==> src/logic/phymc_pkg.sv <==
// constants for the phy misc control and interrupt register block
package phymc_pkg;
  // register indices and their byte addresses on the bus
  localparam logic [7:0] PHYMC_IDX_FEAT = 8'h10;
  localparam logic [7:0] PHYMC_IDX_IRQ = 8'h11;
  localparam logic [7:0] PHYMC_ADDR_FEAT = 8'(PHYMC_IDX_FEAT * 4);
  localparam logic [7:0] PHYMC_ADDR_IRQ = 8'(PHYMC_IDX_IRQ * 4);
  // features register bit positions
  localparam int PHYMC_B_REPEATER = 15;
  localparam int PHYMC_B_IRQ_POL = 14;
  localparam int PHYMC_B_SQE_INH = 11;
  localparam int PHYMC_B_LOOP10 = 10;
  localparam int PHYMC_B_GP1_DATA = 9;
  localparam int PHYMC_B_GP1_DIR = 8;
  localparam int PHYMC_B_GP0_DATA = 7;
  localparam int PHYMC_B_GP0_DIR = 6;
  localparam int PHYMC_B_APOL_DIS = 5;
  localparam int PHYMC_B_REV_POL = 4;
  localparam int PHYMC_B_RXCLK_CTL = 0;
  // interrupt register layout: enables in the high byte, flags in the low byte
  localparam int PHYMC_IRQ_EN_LSB = 8;
  localparam int PHYMC_NUM_EVT = 8;
  localparam int PHYMC_E_JABBER = 7;
  localparam int PHYMC_E_RXERR = 6;
  localparam int PHYMC_E_PAGE = 5;
  localparam int PHYMC_E_PDFAULT = 4;
  localparam int PHYMC_E_LPACK = 3;
  localparam int PHYMC_E_LINKDN = 2;
  localparam int PHYMC_E_RFAULT = 1;
  localparam int PHYMC_E_ANDONE = 0;
  // values after reset
  localparam logic PHYMC_RST_IRQ_POL = 1'b0;
  localparam logic PHYMC_RST_SQE_INH = 1'b0;
  localparam logic PHYMC_RST_LOOP10 = 1'b0;
  localparam logic PHYMC_RST_GP_DATA = 1'b0;
  localparam logic PHYMC_RST_GP_DIR = 1'b1;
  localparam logic PHYMC_RST_APOL_DIS = 1'b0;
  localparam logic PHYMC_RST_RXCLK_CTL = 1'b0;
  localparam logic [15:0] PHYMC_RST_IRQ_REG = 16'h0000;
  // counts
  localparam int PHYMC_NLP_REV_CNT = 8;
  localparam int PHYMC_RXCLK_HOLD_CYC = 64;
  localparam logic [1:0] PHYMC_STRAP_SETTLE = 2'h2;
endpackage

==> src/logic/phymc_regs.sv <==
// misc features control and interrupt control/status registers behind apb
//
// What this block does
// - repeater bit kills duplex, rx-only crs, sqe; strap reset
// - irq pin polarity follows bit 14, reset low
// - sqe inhibit clear gives col pulse after 10m transmit
// - bit 10 enables 10base-t loopback, resets zero
// - bit 8 sets gpio1 direction, input after reset
// - gpio1 data reads pin as input, drives as output
// - gpio0 same as gpio1 using bits 7 and 6
// - bit 5 disables automatic polarity detection and correction
// - bit 4 reads detected reverse polarity when auto enabled
// - bit 4 write inverts transmitter when auto disabled
// - reverse polarity after eight inverted nlps or flp
// - bit 0 stops rx clock when idle with link
// - loopback or pcs bypass keeps rx clock running
// - interrupt enables in bits 15 to 8, reset zero
// - jabber sets bit 7; flags sticky, clear on read
// - rx error rising edge sets bit 6
// - new page sets bit 5, parallel fault bit 4
// - flp with acknowledge sets bit 3
// - link ok to not-ok sets bit 2
// - remote fault sets bit 1, negotiation done bit 0
`timescale 1ns/1ps
module phymc_regs
  import phymc_pkg::*;
#(
  parameter int ADDR_W = 8
) (
  // clock and reset
  input wire logic pclk,
  input wire logic presetn,
  // apb slave
  input wire logic psel,
  input wire logic penable,
  input wire logic pwrite,
  input wire logic [ADDR_W-1:0] paddr,
  input wire logic [31:0] pwdata,
  output logic [31:0] prdata,
  output logic pready,
  output logic pslverr,
  // pins from outside the clock domain
  input wire logic repeater_strap_input,
  input wire logic [1:0] gpio_i,
  output logic [1:0] gpio_o,
  output logic [1:0] gpio_oe,
  output logic irq_output_pin,
  // event inputs from the phy core, same clock
  input wire logic jabber_evt,
  input wire logic rx_er,
  input wire logic page_rx_evt,
  input wire logic pd_fault_evt,
  input wire logic lp_ack_evt,
  input wire logic link_ok,
  input wire logic remote_fault_evt,
  input wire logic aneg_done_evt,
  // polarity detection inputs
  input wire logic nlp_rx,
  input wire logic flp_burst_rx,
  input wire logic rx_pulse_inverted,
  // transmit and receive path controls
  input wire logic tx_done_10m,
  input wire logic pcs_bypass,
  input wire logic ext_loopback,
  input wire logic rx_dv_raw,
  output logic rx_dv,
  output logic rx_clk_en,
  output logic sqe_col_pulse,
  output logic full_duplex_disable,
  output logic crs_rx_only,
  output logic loopback_10m_en,
  output logic rx_polarity_correct,
  output logic tx_polarity_invert
);

  localparam int HOLD_W = $clog2(PHYMC_RXCLK_HOLD_CYC + 1);
  localparam int NLP_W = $clog2(PHYMC_NLP_REV_CNT + 1);

  // control bits
  logic repeater_q;
  logic irq_polarity_select_q;
  logic sqe_inh_q;
  logic loop10_q;
  logic [1:0] gp_data_q;
  logic [1:0] gp_dir_q;
  logic apol_dis_q;
  logic tx_inv_q;
  logic rxclk_ctl_q;
  logic [7:0] irq_en_q;
  logic [7:0] irq_flag_q;
  // synchronisers
  logic strap_s1_q;
  logic strap_s2_q;
  logic [1:0] strap_cnt_q;
  logic [1:0] gp_s1_q;
  logic [1:0] gp_s2_q;
  // event history and polarity state
  logic rx_er_prev_q;
  logic link_ok_prev_q;
  logic [NLP_W-1:0] nlp_cnt_q;
  logic rev_det_q;
  // receive clock gating
  logic rx_dv_d1_q;
  logic [HOLD_W-1:0] hold_q;
  // outputs
  logic [31:0] prdata_q;
  logic [1:0] gp_oe_q;
  logic tx_inv_pin_q;
  logic pready_q;
  logic pslverr_q;
  logic irq_q;
  logic sqe_q;
  logic rx_clk_en_q;
  logic rx_dv_q;

  // bus decode
  logic access;
  logic wr_done;
  logic rd_start;
  logic hit_feat;
  logic hit_irq;
  logic [15:0] feat_rd;
  logic [7:0] evt_set;
  logic gate_on;

  function automatic logic addr_is(input logic [ADDR_W-1:0] a, input logic [7:0] b);
    return a == ADDR_W'(b);
  endfunction

  assign access = psel & penable;
  assign hit_feat = addr_is(paddr, PHYMC_ADDR_FEAT);
  assign hit_irq = addr_is(paddr, PHYMC_ADDR_IRQ);
  // writes land on the completion edge, reads sample one edge earlier
  assign wr_done = access & pready_q & pwrite;
  assign rd_start = access & ~pready_q & ~pwrite;

  // one wait state on every transfer so the read data can come from a flop
  always_ff @(posedge pclk or negedge presetn) begin
    if (!presetn) begin
      pready_q <= 1'b0;
      pslverr_q <= 1'b0;
    end else begin
      pready_q <= access & ~pready_q;
      pslverr_q <= access & ~pready_q & ~(hit_feat | hit_irq);
    end
  end

  // data bit reads the pin when input, the stored value when output
  always_comb begin
    feat_rd = 16'h0000;
    feat_rd[PHYMC_B_REPEATER] = repeater_q;
    feat_rd[PHYMC_B_IRQ_POL] = irq_polarity_select_q;
    feat_rd[PHYMC_B_SQE_INH] = sqe_inh_q;
    feat_rd[PHYMC_B_LOOP10] = loop10_q;
    feat_rd[PHYMC_B_GP1_DATA] = gp_dir_q[1] ? gp_s2_q[1] : gp_data_q[1];
    feat_rd[PHYMC_B_GP1_DIR] = gp_dir_q[1];
    feat_rd[PHYMC_B_GP0_DATA] = gp_dir_q[0] ? gp_s2_q[0] : gp_data_q[0];
    feat_rd[PHYMC_B_GP0_DIR] = gp_dir_q[0];
    feat_rd[PHYMC_B_APOL_DIS] = apol_dis_q;
    feat_rd[PHYMC_B_REV_POL] = apol_dis_q ? tx_inv_q : rev_det_q;
    feat_rd[PHYMC_B_RXCLK_CTL] = rxclk_ctl_q;
  end

  always_ff @(posedge pclk or negedge presetn) begin
    if (!presetn) begin
      prdata_q <= 32'h0000_0000;
    end else if (rd_start) begin
      if (hit_feat) begin
        prdata_q <= {16'h0000, feat_rd};
      end else if (hit_irq) begin
        prdata_q <= {16'h0000, irq_en_q, irq_flag_q};
      end else begin
        prdata_q <= 32'h0000_0000;
      end
    end
  end

  // strap passes two flops, then loads the repeater bit once after reset
  always_ff @(posedge pclk or negedge presetn) begin
    if (!presetn) begin
      strap_s1_q <= 1'b0;
      strap_s2_q <= 1'b0;
      strap_cnt_q <= 2'h0;
    end else begin
      strap_s1_q <= repeater_strap_input;
      strap_s2_q <= strap_s1_q;
      if (strap_cnt_q != 2'h3) begin
        strap_cnt_q <= strap_cnt_q + 2'h1;
      end
    end
  end

  always_ff @(posedge pclk or negedge presetn) begin
    if (!presetn) begin
      gp_s1_q <= 2'h0;
      gp_s2_q <= 2'h0;
    end else begin
      gp_s1_q <= gpio_i;
      gp_s2_q <= gp_s1_q;
    end
  end

  // features register; reserved bits are not stored and read as zero
  always_ff @(posedge pclk or negedge presetn) begin
    if (!presetn) begin
      repeater_q <= 1'b0;
      irq_polarity_select_q <= PHYMC_RST_IRQ_POL;
      sqe_inh_q <= PHYMC_RST_SQE_INH;
      loop10_q <= PHYMC_RST_LOOP10;
      gp_data_q <= {2{PHYMC_RST_GP_DATA}};
      gp_dir_q <= {2{PHYMC_RST_GP_DIR}};
      gp_oe_q <= ~{2{PHYMC_RST_GP_DIR}};
      apol_dis_q <= PHYMC_RST_APOL_DIS;
      tx_inv_q <= 1'b0;
      tx_inv_pin_q <= 1'b0;
      rxclk_ctl_q <= PHYMC_RST_RXCLK_CTL;
    end else begin
      if (strap_cnt_q == PHYMC_STRAP_SETTLE) begin
        repeater_q <= strap_s2_q;
      end else if (wr_done && hit_feat) begin
        repeater_q <= pwdata[PHYMC_B_REPEATER];
      end
      if (wr_done && hit_feat) begin
        irq_polarity_select_q <= pwdata[PHYMC_B_IRQ_POL];
        sqe_inh_q <= pwdata[PHYMC_B_SQE_INH];
        loop10_q <= pwdata[PHYMC_B_LOOP10];
        gp_data_q <= {pwdata[PHYMC_B_GP1_DATA], pwdata[PHYMC_B_GP0_DATA]};
        gp_dir_q <= {pwdata[PHYMC_B_GP1_DIR], pwdata[PHYMC_B_GP0_DIR]};
        // pin enables keep their own flops so the outputs leave straight from a register
        gp_oe_q <= ~{pwdata[PHYMC_B_GP1_DIR], pwdata[PHYMC_B_GP0_DIR]};
        apol_dis_q <= pwdata[PHYMC_B_APOL_DIS];
        rxclk_ctl_q <= pwdata[PHYMC_B_RXCLK_CTL];
        // with auto polarity on, a write to bit 4 is ignored
        if (pwdata[PHYMC_B_APOL_DIS]) begin
          tx_inv_q <= pwdata[PHYMC_B_REV_POL];
        end
        // the pin copy is the stored bit gated by the disable written with it
        tx_inv_pin_q <= pwdata[PHYMC_B_APOL_DIS] & pwdata[PHYMC_B_REV_POL];
      end
    end
  end

  // eight inverted nlps in a row or one inverted flp burst; a normal one clears
  always_ff @(posedge pclk or negedge presetn) begin
    if (!presetn) begin
      nlp_cnt_q <= '0;
      rev_det_q <= 1'b0;
    end else if (apol_dis_q) begin
      nlp_cnt_q <= '0;
      rev_det_q <= 1'b0;
    end else if (flp_burst_rx) begin
      nlp_cnt_q <= '0;
      rev_det_q <= rx_pulse_inverted;
    end else if (nlp_rx) begin
      if (!rx_pulse_inverted) begin
        nlp_cnt_q <= '0;
        rev_det_q <= 1'b0;
      end else if (nlp_cnt_q == NLP_W'(PHYMC_NLP_REV_CNT - 1)) begin
        nlp_cnt_q <= '0;
        rev_det_q <= 1'b1;
      end else begin
        nlp_cnt_q <= nlp_cnt_q + NLP_W'(1);
      end
    end
  end

  // interrupt enables and sticky flags
  always_ff @(posedge pclk or negedge presetn) begin
    if (!presetn) begin
      rx_er_prev_q <= 1'b0;
      link_ok_prev_q <= 1'b0;
    end else begin
      rx_er_prev_q <= rx_er;
      link_ok_prev_q <= link_ok;
    end
  end

  always_comb begin
    evt_set = 8'h00;
    evt_set[PHYMC_E_JABBER] = jabber_evt;
    evt_set[PHYMC_E_RXERR] = rx_er & ~rx_er_prev_q;
    evt_set[PHYMC_E_PAGE] = page_rx_evt;
    evt_set[PHYMC_E_PDFAULT] = pd_fault_evt;
    evt_set[PHYMC_E_LPACK] = lp_ack_evt;
    evt_set[PHYMC_E_LINKDN] = link_ok_prev_q & ~link_ok;
    evt_set[PHYMC_E_RFAULT] = remote_fault_evt;
    evt_set[PHYMC_E_ANDONE] = aneg_done_evt;
  end

  always_ff @(posedge pclk or negedge presetn) begin
    if (!presetn) begin
      irq_en_q <= PHYMC_RST_IRQ_REG[15:PHYMC_IRQ_EN_LSB];
    end else if (wr_done && hit_irq) begin
      irq_en_q <= pwdata[15:PHYMC_IRQ_EN_LSB];
    end
  end

  // cleared on the edge that samples them into prdata, so nothing is lost;
  // an event on that same edge survives the clear
  genvar gi;
  generate
    for (gi = 0; gi < PHYMC_NUM_EVT; gi++) begin : g_flag
      always_ff @(posedge pclk or negedge presetn) begin
        if (!presetn) begin
          irq_flag_q[gi] <= PHYMC_RST_IRQ_REG[gi];
        end else if (evt_set[gi]) begin
          irq_flag_q[gi] <= 1'b1;
        end else if (rd_start && hit_irq) begin
          irq_flag_q[gi] <= 1'b0;
        end
      end
    end
  endgenerate

  // idle level of the pin is the inactive level for the chosen polarity
  always_ff @(posedge pclk or negedge presetn) begin
    if (!presetn) begin
      irq_q <= ~PHYMC_RST_IRQ_POL;
    end else begin
      irq_q <= (|(irq_flag_q & irq_en_q)) ~^ irq_polarity_select_q;
    end
  end

  // sqe test pulse, also muted in repeater mode
  always_ff @(posedge pclk or negedge presetn) begin
    if (!presetn) begin
      sqe_q <= 1'b0;
    end else begin
      sqe_q <= tx_done_10m & ~sqe_inh_q & ~repeater_q;
    end
  end

  // rx_dv is delayed two flops so the clock enable can lead it by one cycle
  assign gate_on = rxclk_ctl_q & link_ok & ~loop10_q & ~ext_loopback & ~pcs_bypass;

  always_ff @(posedge pclk or negedge presetn) begin
    if (!presetn) begin
      rx_dv_d1_q <= 1'b0;
      rx_dv_q <= 1'b0;
      hold_q <= '0;
      rx_clk_en_q <= 1'b1;
    end else begin
      rx_dv_d1_q <= rx_dv_raw;
      rx_dv_q <= rx_dv_d1_q;
      if (rx_dv_d1_q) begin
        hold_q <= HOLD_W'(PHYMC_RXCLK_HOLD_CYC);
      end else if (hold_q != '0) begin
        hold_q <= hold_q - HOLD_W'(1);
      end
      // last enabled cycle is the 64th after rx_dv falls
      rx_clk_en_q <= ~gate_on | rx_dv_raw | rx_dv_d1_q | (hold_q != '0);
    end
  end

  assign prdata = prdata_q;
  assign pready = pready_q;
  assign pslverr = pslverr_q;
  assign gpio_o = gp_data_q;
  assign gpio_oe = gp_oe_q;
  assign irq_output_pin = irq_q;
  assign sqe_col_pulse = sqe_q;
  assign rx_dv = rx_dv_q;
  assign rx_clk_en = rx_clk_en_q;
  assign full_duplex_disable = repeater_q;
  assign crs_rx_only = repeater_q;
  assign loopback_10m_en = loop10_q;
  assign rx_polarity_correct = rev_det_q;
  assign tx_polarity_invert = tx_inv_pin_q;

endmodule

==> config.mk <==
export PLATFORM = sky130hd
export DESIGN_NAME = phymc_regs
export DESIGN_NICKNAME = d
export VERILOG_FILES = /design/src/logic/phymc_pkg.sv /design/src/logic/phymc_regs.sv
export SDC_FILE = /design/constraint.sdc
export NUM_CORES = 1
export LEC_CHECK = 0
export ABC_CLOCK_PERIOD_IN_PS = 3200
export BUFFER_PORTS_ARGS = -buffer_cell sky130_fd_sc_hd__buf_2
export CAP_MARGIN = 20
export CORE_MARGIN = 5
export CORE_UTILIZATION = 54
export CTS_CLUSTER_DIAMETER = 50
export DETAILED_ROUTE_END_ITERATION = 16
export GPL_TIMING_DRIVEN = 0
export PLACE_DENSITY_LB_ADDON = 0.2
export SYNTH_ARGS = -nofsm -noshare
export SYNTH_HDL_FRONTEND = slang
export SYNTH_SLANG_ARGS = --single-unit
==> constraint.sdc <==
create_clock -name pclk -period 3.2 [get_ports pclk]
set_input_delay 0.64 -clock pclk [delete_from_list [all_inputs] [get_ports pclk]]
set_output_delay 0.64 -clock pclk [all_outputs]
set_load 0.02 [all_outputs]
==> results.cfg <==
[timing]
slew_viol_final = 0
setup_viol = 0
hold_viol = 0
timing.final.crit_share = 0.653
rsz0062_at_grt = false
fin_tns_setup_ps = 0
whs_ps = 145
slew-limit-headroom = 0.632
worst_slew_pin_slew_ps = 551
max_freq_mhz = 479
finClkSkew_ps = 8.76
period_needed_ps = 2090

[clocking]
clock_latency_ps = 340
cts_root_buf = clkbuf_8
hold_buffers = 0
cts_tree = done
htree_num_levels = 3
cts_buffer_depth = 2
cts_made_buffers = 9
post_cts_buffers = 0
cts_num_sinks = 75
post_cts_resized = 0
path_clk_slew_ps = 80

[critical_path]
path_cells = buf_2 > or4b_1 > buf_2 > nor3_4 > mux2_2
crit_slowest_cell = or4b_1
critical_path_arrival_ps = 2310
critPathLaunchType = input port
crit_path_max_incr_delay_ps = 500
worstPathRequired_ps = 3420
path_class = input port to flop
setup.worst_path.end_class = flop
cp_common_cell = buf_2
worst-path-buf-inv = 2
critPathTopFamily = simple AND/OR/NAND/NOR gates
reg2reg_slack_ps = 1180
crit_path_max_fanout = 9

[logic_synthesis]
synthDistinctLibCells = 51
yosys.area_share.adder = 0.0153
synth_top_family_by_area = simple AND/OR/NAND/NOR gates
synth_flop_cell = dfrtp_1
async_flop_share = 1.00
synth_warnings = 0
synth.area.mux_share = 0.0722
yosys.area_share.xor_xnor = 0.00535
synth_commonest_cells = dfrtp_1, mux2_2, buf_4
synth_edf_count = 0
synthCells = 261
synth_compound_area_frac = 0.127
synth-seq-area-share = 0.574
avgSynthCellArea_um2 = 12.6
yosysTopAreaCell = dfrtp_1
syn-cell-area_um2 = 3280
synth_top_area_frac = 0.542
synthSimpleGateAreaFrac = 0.144
ys_ff_latch = 75
synthTopCellsByArea = dfrtp_1, mux2_2, buf_4, a221o_1, dfstp_2
synthMostInstantiatedCell = dfrtp_1

[cells_and_area]
nFillCells = 477
area_growth_pct = 23.2
diodes = 0
register_area_um2 = 1880
finalNonFillerCells = 442
multi_input_area_um2 = 1250
final_core_util = 0.682
layout.nets = 429
finalInstanceArea_um2 = 4040
layout-drive-gt1-share = 0.387

[drt]
drcViolationCount = 0
drtAntennaViolNets = 0
num_vias = 2415
post_drt_via_cell_ratio = 5.46
first_pass_iters = 4
wl_um = 6990
drtIter0Drc = 95
wl_per_cell_um = 15.8

[global_routing]
grtUsageTotal = 0.197
antenna_found_initial = 0
grt_pass1_wl_um = 11500
grt_pass1_vias = 2361
grt_max_degree = 63
overflow = 0

[power]
leakage_uw = 0.00202
cellPowerDensity_nw_per_um2 = 508
peakVddDrop_uv = 379

[placement]
dp.cells = 426
port_buffers = 74
hpwl_um = 5200
gp_congestion = 0.844
dpl_cell_area_um2 = 3830

[floorplan]
placementRows = 28
dieArea_um2 = 7730
start_util = 0.553
dieHeight_um = 87.9
io_pins = 110
core_um2 = 5920
die_x_um = 87.9

[run_status]
status = finished clean

[hold_path]
holdCritPathClass = input port to async pin

[flow_run]
drv_cap = 0
## sequential cells by signal, indices dropped and copies added (netlist names), 2 cells and up
register,count
gp_dir_q,2
gp_s1_q,2
gp_s2_q,2
gpio_o,2
gpio_oe,2
hold_q,7
irq_en_q,8
irq_flag_q,8
nlp_cnt_q,4
prdata,16
strap_cnt_q,2
## cell families (layout without fill, tap and decap cells)
family / Yosys count / count (layout)
compound gates: 53 / 53
flops: 75 / 75
simple gates: 70 / 70
fa+ha+maj: 4 / 4
buf+inv: 35 / 126
mux: 21 / 21
other cells: 1 / 16
xor+xnor: 2 / 2
## through the flow
stage                     setup WS [ps]  total power, uW
after floorplan                    1070             1210
after global placement              715             1280
after detailed placement            745             1300
after CTS                          1110             2060
after global routing               1030             2150
final                              1110             2050
## power by group
group | total [uW] | internal (uW) | switching [uW]
Sequential | 1040 | 996 | 46.5
Combinational | 238 | 110 | 128
Clock | 772 | 437 | 335
## final timing paths
| path | end | cells past startpoint | startpoint |
|---|---|---|---|
| hold reg to reg | strap_s2_q | 0 | strap_s1_q |
| min in group pclk | strap_s2_q | 0 | strap_s1_q |
| max in group asynchronous | gp_dir_q[1] | 2 | presetn |
| setup reg to reg | hold_q[0] | 5 | hold_q[0] |
| setup / recovery | sqe_inh_q | 5 | paddr[1] |
| hold / removal | rx_dv_d1_q | 1 | presetn |
## layout make-up
class                           count  area share
Buffer                             25      0.0400
Clock buffer                       11      0.0325
Clock inverter                      5      0.0192
Inverter                           10     0.00930
Multi-Input combinational cell    166       0.310
Sequential cell                    75       0.466
Tap cell                           75      0.0232
Timing Repair Buffer               75      0.0992
## per-layer routing
layer  up-vias  wire length [um]  global-route usage  share of wire
met4         0               105              0.0767          0.015
met3        13               523              0.0517          0.075
met1      1173              3220               0.285           0.46
met5         -                 0                   0              0
met2        94              3150               0.285           0.45
li1       1135                 -                   -              -
## cells in the final DEF (no fill, tap or decap), types with 3 or more instances in the layout
cell,n
or3_1,4
a21o_1,6
or2_2,3
clkbuf_8,9
mux2_2,21
and2_1,6
dfrtp_1,71
inv_1,10
a22oi_1,4
nand3b_1,3
dfstp_2,4
buf_4,18
conb_1,16
o21ai_0,9
nor2_1,8
nand4_1,6
buf_2,76
a22o_1,7
nand3_1,3
o31ai_1,5
a221o_1,11
nor3_1,4
clkbuf_1,7
ha_1,4
nand2b_1,3
nand2_1,6
and2_0,5
Note: power is estimated with default switching activity, not from simulation.
